### src/pwr_pkg.sv
`default_nettype none
package pwr_pkg;
  // low-power selection as written by software
  localparam int SEL_W = 2;
  localparam int SEL_IDLE_BIT = 0;
  localparam int SEL_PDN_BIT = 1;
  localparam logic [1:0] SEL_RESET = 2'h0;

  typedef enum logic [2:0] {
    ST_RUN    = 3'b000,
    ST_HALT   = 3'b001,
    ST_IDLE   = 3'b010,
    ST_SERV   = 3'b011,
    ST_PDN    = 3'b100
  } pwr_state_t;

  // wake and service requests, asynchronous until the input synchronisers
  typedef struct packed {
    logic nmi;
    logic irq_unmasked;
    logic refresh_req;
    logic hold_req;
  } wake_t;

  // clock gate controls
  typedef struct packed {
    logic core_en;
    logic periph_en;
    logic osc_en;
  } clk_ctl_t;

  localparam clk_ctl_t CLK_ALL_ON = 3'h7;
endpackage
`default_nettype wire

### src/idle_powerdown_control.sv
`timescale 1ns/100ps
`default_nettype none
module idle_powerdown_control (
  // clock and reset
  input wire logic MCLK_IN,
  input wire logic RST_IN,
  // software control
  input wire logic [pwr_pkg::SEL_W-1:0] SEL_IN,
  input wire logic SEL_WR_IN,
  input wire logic HALT_IN,
  // wake sources, asynchronous
  input wire pwr_pkg::wake_t WAKE_IN,
  // service completion from the bus unit
  input wire logic SERV_DONE_IN,
  // clock controls, state and control bits
  output var pwr_pkg::clk_ctl_t CLK_CTL_OUT,
  output var pwr_pkg::pwr_state_t STATE_OUT,
  output logic [pwr_pkg::SEL_W-1:0] SEL_OUT
);
  import pwr_pkg::*;

  // ----------------------------------------
  // input synchronisers
  // ----------------------------------------
  // nmi restarts from powerdown, so this clock must be the free-running
  // wake clock; the oscillator enable only gates the distributed clocks
  wake_t s1_reg, s2_reg, s3_reg, wake_reg;

  always_ff @(posedge MCLK_IN) begin
    if (RST_IN) begin
      s1_reg <= '0;
      s2_reg <= '0;
      s3_reg <= '0;
    end else begin
      s1_reg <= WAKE_IN;
      s2_reg <= s1_reg;
      s3_reg <= s2_reg;
    end
  end

  // a change counts once stages two and three agree
  always_ff @(posedge MCLK_IN) begin
    if (RST_IN) begin
      wake_reg <= '0;
    end else begin
      for (int i = 0; i < $bits(wake_t); i++) begin
        if (s2_reg[i] == s3_reg[i]) begin
          wake_reg[i] <= s3_reg[i];
        end
      end
    end
  end

  // ----------------------------------------
  // control bits
  // ----------------------------------------
  logic [SEL_W-1:0] sel_reg;

  always_ff @(posedge MCLK_IN) begin
    if (RST_IN) begin
      sel_reg <= SEL_RESET;
    end else if (SEL_WR_IN) begin
      sel_reg <= SEL_IN;
    end
  end

  // ----------------------------------------
  // state machine
  // ----------------------------------------
  pwr_state_t state_reg, state_next;
  logic serv_req;
  logic core_wake;

  assign serv_req = wake_reg.refresh_req | wake_reg.hold_req;
  assign core_wake = wake_reg.nmi | wake_reg.irq_unmasked;

  // completion may come before the request has cleared the synchronisers;
  // remember it, else the return to idle would be missed for good
  logic done_seen_reg;

  always_ff @(posedge MCLK_IN) begin
    if (RST_IN) begin
      done_seen_reg <= 1'b0;
    end else if (state_reg == ST_SERV && SERV_DONE_IN) begin
      done_seen_reg <= 1'b1;
    end else if (state_reg != ST_SERV) begin
      done_seen_reg <= 1'b0;
    end
  end

  always_comb begin
    state_next = state_reg;
    unique case (state_reg)
      ST_RUN: begin
        if (HALT_IN) begin
          if (sel_reg[SEL_PDN_BIT]) begin
            state_next = ST_PDN;
          end else if (sel_reg[SEL_IDLE_BIT]) begin
            state_next = ST_IDLE;
          end else begin
            state_next = ST_HALT;
          end
        end
      end
      ST_HALT: begin
        if (core_wake) begin
          state_next = ST_RUN;
        end
      end
      ST_IDLE: begin
        if (core_wake) begin
          state_next = ST_RUN;
        end else if (serv_req) begin
          state_next = ST_SERV;
        end
      end
      ST_SERV: begin
        if (core_wake) begin
          state_next = ST_RUN;
        end else if ((SERV_DONE_IN || done_seen_reg) && !serv_req) begin
          state_next = ST_IDLE;
        end
      end
      ST_PDN: begin
        if (wake_reg.nmi) begin
          state_next = ST_RUN;
        end
      end
      default: begin
        state_next = ST_RUN;
      end
    endcase
  end

  // reset restarts from any state
  always_ff @(posedge MCLK_IN) begin
    if (RST_IN) begin
      state_reg <= ST_RUN;
    end else begin
      state_reg <= state_next;
    end
  end

  // ----------------------------------------
  // clock gating
  // ----------------------------------------
  // registered so the gate enables never glitch; core state itself lives in
  // the gated domain and simply holds while its clock is off
  clk_ctl_t ctl_reg;

  always_ff @(posedge MCLK_IN) begin
    if (RST_IN) begin
      ctl_reg <= CLK_ALL_ON;
    end else begin
      ctl_reg <= CLK_ALL_ON;
      unique case (state_next)
        ST_IDLE: ctl_reg.core_en <= 1'b0;
        ST_PDN: ctl_reg <= '0;
        ST_RUN, ST_HALT, ST_SERV: ctl_reg <= CLK_ALL_ON;
        default: ctl_reg <= CLK_ALL_ON;
      endcase
    end
  end

  assign CLK_CTL_OUT = ctl_reg;
  assign STATE_OUT = state_reg;
  assign SEL_OUT = sel_reg;

  // ----------------------------------------
  // checks
  // ----------------------------------------
  a_idle_core_off: assert property (@(posedge MCLK_IN) disable iff (RST_IN)
    (state_reg == ST_IDLE) |-> (!ctl_reg.core_en && ctl_reg.periph_en && ctl_reg.osc_en))
    else $error("idle clock gating wrong");
  a_idle_irq_wake: assert property (@(posedge MCLK_IN) disable iff (RST_IN)
    (state_reg == ST_IDLE && wake_reg.irq_unmasked) |=> (state_reg == ST_RUN && ctl_reg.core_en))
    else $error("idle did not wake on interrupt");
  a_serv_return: assert property (@(posedge MCLK_IN) disable iff (RST_IN)
    (state_reg == ST_SERV && SERV_DONE_IN && !serv_req && !core_wake) |=> (state_reg == ST_IDLE))
    else $error("service did not return to idle");
  a_serv_core_on: assert property (@(posedge MCLK_IN) disable iff (RST_IN)
    (state_reg == ST_IDLE && serv_req && !core_wake) |=> (state_reg == ST_SERV && ctl_reg.core_en))
    else $error("service did not wake core");
  a_pdn_all_off: assert property (@(posedge MCLK_IN) disable iff (RST_IN)
    (state_reg == ST_PDN) |-> (ctl_reg == '0))
    else $error("powerdown clocks not off");
  a_pdn_irq_ignored: assert property (@(posedge MCLK_IN) disable iff (RST_IN)
    (state_reg == ST_PDN && !wake_reg.nmi) |=> (state_reg == ST_PDN))
    else $error("powerdown left without nmi");
  a_entry_needs_halt: assert property (@(posedge MCLK_IN) disable iff (RST_IN)
    (state_reg == ST_RUN && !HALT_IN) |=> (state_reg == ST_RUN))
    else $error("low-power entry without halt");
  a_plain_halt: assert property (@(posedge MCLK_IN) disable iff (RST_IN)
    (state_reg == ST_RUN && HALT_IN && sel_reg == '0) |=> (state_reg == ST_HALT) ##1 (ctl_reg == CLK_ALL_ON))
    else $error("plain halt gated clocks");
  a_state_held: assert property (@(posedge MCLK_IN) disable iff (RST_IN)
    (state_reg == ST_PDN && !SEL_WR_IN) |=> $stable(sel_reg))
    else $error("control lost in powerdown");
  a_pdn_nmi_wake: assert property (@(posedge MCLK_IN) disable iff (RST_IN)
    (state_reg == ST_PDN && wake_reg.nmi) |=> (state_reg == ST_RUN && ctl_reg == CLK_ALL_ON))
    else $error("powerdown did not wake on nmi");
  a_halt_wake: assert property (@(posedge MCLK_IN) disable iff (RST_IN)
    (state_reg == ST_HALT && core_wake) |=> (state_reg == ST_RUN && ctl_reg == CLK_ALL_ON))
    else $error("plain halt did not wake");
  a_halt_hold: assert property (@(posedge MCLK_IN) disable iff (RST_IN)
    (state_reg == ST_HALT && !core_wake) |=> (state_reg == ST_HALT && ctl_reg == CLK_ALL_ON))
    else $error("plain halt left or gated");
  a_idle_stays: assert property (@(posedge MCLK_IN) disable iff (RST_IN)
    (state_reg == ST_IDLE && !core_wake && !serv_req) |=> (state_reg == ST_IDLE))
    else $error("idle left without a wake source");
  a_serv_holds: assert property (@(posedge MCLK_IN) disable iff (RST_IN)
    (state_reg == ST_SERV && !core_wake && !SERV_DONE_IN && !done_seen_reg)
      |=> (state_reg == ST_SERV && ctl_reg.core_en))
    else $error("service ended before completion");
  a_reset_restart: assert property (@(posedge MCLK_IN)
    RST_IN |=> (state_reg == ST_RUN && ctl_reg == CLK_ALL_ON && sel_reg == SEL_RESET))
    else $error("reset did not restart");
  a_pdn_entry: assert property (@(posedge MCLK_IN) disable iff (RST_IN)
    (state_reg == ST_RUN && HALT_IN && sel_reg[SEL_PDN_BIT]) |=> (state_reg == ST_PDN && ctl_reg == '0))
    else $error("powerdown not entered on halt");
  a_idle_entry: assert property (@(posedge MCLK_IN) disable iff (RST_IN)
    (state_reg == ST_RUN && HALT_IN && sel_reg[SEL_IDLE_BIT] && !sel_reg[SEL_PDN_BIT]) |=> (state_reg == ST_IDLE))
    else $error("idle not entered on halt");
endmodule // idle_powerdown_control
`default_nettype wire

### config.mk
export PLATFORM = sky130hd
export DESIGN_NAME = idle_powerdown_control
export DESIGN_NICKNAME = d
export VERILOG_FILES = /design/src/pwr_pkg.sv /design/src/idle_powerdown_control.sv
export SDC_FILE = /design/constraint.sdc
export NUM_CORES = 1
export LEC_CHECK = 0
export ABC_AREA = 1
export BUFFER_PORTS_ARGS = -buffer_cell sky130_fd_sc_hd__buf_2
export CAP_MARGIN = 20
export CORE_MARGIN = 2
export CORE_UTILIZATION = 50
export DETAILED_ROUTE_END_ITERATION = 6
export HOLD_SLACK_MARGIN = 0.15
export PLACE_DENSITY = 0.75
export SYNTH_ARGS = -nofsm -noshare
export SYNTH_HDL_FRONTEND = slang
export SYNTH_SLANG_ARGS = --single-unit
### constraint.sdc
create_clock -name MCLK_IN -period 1.3 [get_ports MCLK_IN]
set_input_delay 0.13 -clock MCLK_IN [delete_from_list [all_inputs] [get_ports MCLK_IN]]
set_output_delay 0.13 -clock MCLK_IN [all_outputs]
set_load 0.02 [all_outputs]
---- Yosys cells after proc, flatten, opt, wreduce, memory -nomap -nowiden ----
Cells that the tools add are included.
operators by class
  eq/ne operators ......................... 11
  multiplexer cells ....................... 14
  bitwise operators ....................... 2
  reduce and logical (&&, ||, !) cells .... 7
operators with widths
  operator                                       count
  two-way mux 3 bit                              8
  one-hot mux 3 bit (5 select lines)             1
  == test 3 x 2 -> 1 bit, second input constant  3
  == test 3 bit, second input constant           2
  == test 1 bit                                  4
  two-way mux 2 bit                              2
  == test 3 x 1 -> 1 bit, second input constant  1
  logical NOT 3 bit                              1
  two-way mux 1 bit                              3
  != test 3 x 2 -> 1 bit, second input constant  1
  logical AND 1 bit                              2
  bitwise OR 1 bit                               2
  nonzero test 2 bit                             1
  OR reduction 2 bit                             1
  logical NOT 1 bit                              1
  logical OR 1 bit                               1
word-level totals
  flip-flop bits (word level) ............. 25
  input port bits ......................... 11
  output and inout bits ................... 8
  word-level logic and storage cells ...... 56

---- Logic depth before layout (Yosys ltp) ----
  depth in word-level cells ............... 9
  gate-level depth with buffers ........... 8
  depth with buffers taken out ............ 8

---- Least setup slack after synthesis ----
No wires, ideal clock.
  path kind ............................... register to register
  start ................................... register state_reg[0], in the netlist STATE_OUT[0]
  end ..................................... register ctl_reg, in the netlist CLK_CTL_OUT[2]
  setup time .............................. 114 ps
  arrival time ............................ 975 ps
  required time ........................... 1186 ps
  slack ................................... 211 ps
  cell stages (with the launch flop) ...... 8
  path buffers ............................ 0
  clock period less this slack ............ 1089 ps
  cell sequence ........................... dfxtp_1 > inv_2 > nand3_1 > nor2_2 > nor2_2 > nand4_1 > nand2_1 > nand2_1
between the ends
  cells in the longest elaborated chain, start to end .. 6
  elaborated cells on any way between the ends .. 17
  classes of those cells .................. 6 x eq/ne; 9 x mux; 2 x reduce/logical
RTL lines
  item                                                            line                                                          RTL
  start, declared                                                 idle_powerdown_control.sv:70                                  pwr_state_t state_reg, state_next;
  start signal, assigned                                          idle_powerdown_control.sv:140                                 state_reg <= state_next;
  two-way mux 3 bit (on tied branches)                            idle_powerdown_control.sv:120, idle_powerdown_control.sv:113
  two-way mux 3 bit (on tied branches)                            idle_powerdown_control.sv:118, idle_powerdown_control.sv:111
  one-hot mux 3 bit (5 select lines) (*)                          idle_powerdown_control.sv:93                                  unique case (state_reg)
  == test 3 bit / == test 3 x 2 -> 1 bit (equally long branches)  idle_powerdown_control.sv:156                                 unique case (state_next)
  OR reduction 2 bit (no line) (*)                                n/a
  two-way mux 1 bit (*)                                           idle_powerdown_control.sv:156
  end, declared                                                   idle_powerdown_control.sv:149                                 clk_ctl_t ctl_reg;
Mark *: on every way between the ends. The rest lies on a longest branch, timed or not.
A chain may end at the register's enable or synchronous reset.

==> metrics.md <==
| Metric | Value |
|---|---|
| Hold Path Depth | `3` |
| Synth Warn # | `0` |
| Fmax | `784 MHz` |
| IO buf count | `18` |
| Chip width | `45.9 µm` |
| Clk_lat worst skew | `roughly 0.31 ns` |
| Core Area | `about 0.0017 mm²` |
| P_leak | `between 0.0005 and 0.0006 µW` |
| Critical path type | `in2reg` |
| Post-DP Area | `slightly below 0.001 mm²` |
| Final Max Tran Viols | `0` |
| Final Hold Viols | `0` |
| Worst-case vdd ir drop | `~0.85 mV` |
| Pre-CTS setup slack | `around 0.24 ns` |
| Reg2Reg Depth | `4` |
| Proportion of layout cells with a drive suffix above 1 | `0.228` |
| Crit-path max FO | `3` |
| Gr ovfl total | `0` |
| Crit start category | `input pin` |
| Final WS setup | `about 0.025 ns` |
| Setup TNS | `0 ns` |
| Synth Cell Area | `about 880 µm²` |
| Post-layout min period | `1.28 ns` |
| Final setup fails | `0` |
| DR iter-0 viols | `15` |
| Remaining antenna violation count after routing | `0` |
| Diode count | `0` |
| Maxcap violations | `0` |
| RePlAce Congestion | `slightly below 0.9` |
| Clock sink count | `24` |
| Vias in the first global route | `712` |
| DR vias/cell | `approximately 4.7` |
| Final Skew | `0.00567 ns` |
| CP Cell Sequence | `dlygate4sd3_1 > buf_2 > inv_2 > nor2_1 > dlygate4sd3_1 > nor2_1` |
| Worst setup EP type | `register` |
| Syn Inst Count | `between 100 and 150` |
| Multi-input gate area | `around 290 µm²` |
| Syn-to-layout area delta | `32.9%` |
| Starting Density | `0.519` |
| Storage element area | `just under 500 µm²` |
| Crit-path max cell delay | `roughly 0.55 ns` |
| Worst-path clk slew | `approximately 0.13 ns` |
| # H-tree levels | `1` |
| Fin crit share | `0.981` |
| Syn Nets | `about 120` |
| Final wirelength | `approximately 1.7 mm` |
| DRC Markers | `0` |
| Die height | `45.9 µm` |
| Buffer depth of the longest clock path | `2` |
| Fin nets | `between 150 and 200` |
| Yosys reg bits | `24` |
| Dpl hpwl | `between 1 and 1.5 mm` |
| Via count | `slightly below 800` |
| Root Driver | `clkbuf_4` |
| Drt wl/cell | `around 10 µm` |
| Critical-path top delay cell | `dlygate4sd3_1` |
| Seq/Total Area, Yosys | `0.549` |
| Drt pass-1 iters | `4` |
| Total Power | `around 1500 µW` |
| Die ar. | `0.00210 mm²` |
| Outcome | `completed` |
| Data required time at the worst endpoint | `1.52 ns` |
| Largest net degree at the start of global routing | `15` |
| Fill cell count | `approximately 140` |
| Syn avg cell area | `7.89 µm²` |
| Design Area, Final | `about 0.0012 mm²` |
| TritonCTS Buffers | `3` |
| HP Class | `in2reg` |
| RSZ-0062 raised after global routing | `no` |
| Arr. time, crit path | `1.50 ns` |
| Antenna violations before repair | `0` |
| Rows | `15` |
| Max-slew headroom | `0.847` |
| PwrDens | `between 1000 and 1500 mW/mm²` |
| First-pass GRT wire length | `2.82 mm` |
| CTS tree | `yes` |
| Post-synth cell types | `16` |
| Total GRT Usage | `0.187` |
| I/O pin total | `19` |
| Worst Tran Pin Value | `about 0.23 ns` |
==> power by group <==
part,internal (µW),switching (µW),leakage [µW]
Sequential,767,23.3,0.000197
Combinational,85.4,105,0.000305
Clock,311,214,0.0000279
==> critical path: cells and delay by family <==
family	cells	cell delay (ns)
and+or+nand+nor	2	0.12
buffers and inverters	4	1.25
==> synthesized netlist by cell type <==
| master | number | area [µm²] |
|---|---|---|
| a211oi_1 | 2 | 15.0 |
| a21oi_1 | 7 | 35.0 |
| a31oi_1 | 1 | 6.26 |
| buf_2 | 1 | 5.00 |
| buf_4 | 1 | 7.51 |
| buf_6 | 1 | 11.3 |
| dfxtp_1 | 24 | 480 |
| inv_1 | 19 | 71.3 |
| inv_2 | 3 | 11.3 |
| nand2_1 | 9 | 33.8 |
| nand3_1 | 2 | 10.0 |
| nand4_1 | 4 | 25.0 |
| nor2_1 | 23 | 86.3 |
| nor2_2 | 6 | 37.5 |
| o21ai_0 | 7 | 35.0 |
| o21ai_1 | 1 | 5.00 |
==> path summary, 6_finish.rpt <==
| check | start | endpoint | slack, ns |
|---|---|---|---|
| worst min-delay path | RST_IN | s1_reg[0]$_SDFF_PP0_ | 0.18 |
| worst max-delay path | SEL_WR_IN | SEL_OUT[1]$_SDFFE_PP0P_ | 0.02 |
| worst min register to register | s1_reg[2]$_SDFF_PP0_ | s2_reg[2]$_SDFF_PP0_ | 0.41 |
| worst max register to register | STATE_OUT[0]$_SDFF_PP0_ | STATE_OUT[0]$_SDFF_PP0_ | 0.19 |
==> logic make-up (layout without fill, tap and decap cells) <==
| kind of cell | Yosys count | after routing | share of synthesized area |
|---|---|---|---|
| AOI/OAI and AO/OA | 18 | 18 | 0.110 |
| and+or+nand+nor | 44 | 44 | 0.220 |
| DFF | 24 | 24 | 0.549 |
| buffers and inverters | 25 | 59 | 0.121 |
==> stage by stage <==
step	cells	utilization	hold WS (ns)
2_1_floorplan	111	-	0.237
3_3_place_gp	144	0.575	0.332
3_5_place_dp	144	0.575	0.336
4_1_cts	162	0.689	0.184
5_1_grt	162	0.689	0.200
6_report	162	0.689	0.179
==> layout by cell type (no fill, tap or decap) <==
cell | Yosys | layout
dfxtp_1 | 24 | 24
nor2_1 | 23 | 23
inv_1 | 19 | 18
buf_2 | 1 | 18
dlygate4sd3_1 | 0 | 14
nand2_1 | 9 | 9
o21ai_0 | 7 | 7
a21oi_1 | 7 | 7
nor2_2 | 6 | 6
inv_2 | 3 | 4
nand4_1 | 4 | 4
clkbuf_4 | 0 | 3
nand3_1 | 2 | 2
a211oi_1 | 2 | 2
a31oi_1 | 1 | 1
o21ai_1 | 1 | 1
bufinv_16 | 0 | 1
buf_4 | 1 | 1
==> routing by layer <==
layer,part of all wire,vias to the layer above,GRT usage
li1,-,410,-
met1,0.48,335,0.225
met2,0.47,20,0.325
met3,0.041,4,0.0238
met4,0.014,0,0.0857
met5,0,-,0
==> final cells by class <==
| cell class | instances | area share |
|---|---|---|
| well taps | 17 | 0.0183 |
| inverters | 22 | 0.0710 |
| multi-input cells | 62 | 0.248 |
| repair buffers | 33 | 0.204 |
| clock buffers | 3 | 0.0194 |
| flip-flops and latches | 24 | 0.413 |
| clock inverters | 1 | 0.0258 |
==> repair_timing <==
action                                  CTS  global route
resized for setup                         0             1
endpoints found under the setup margin    0             1
hold endpoints to repair                 11             0
buffers inserted                          0             0
hold buffers                             14             0
Note: power is estimated with default switching activity, not from simulation.
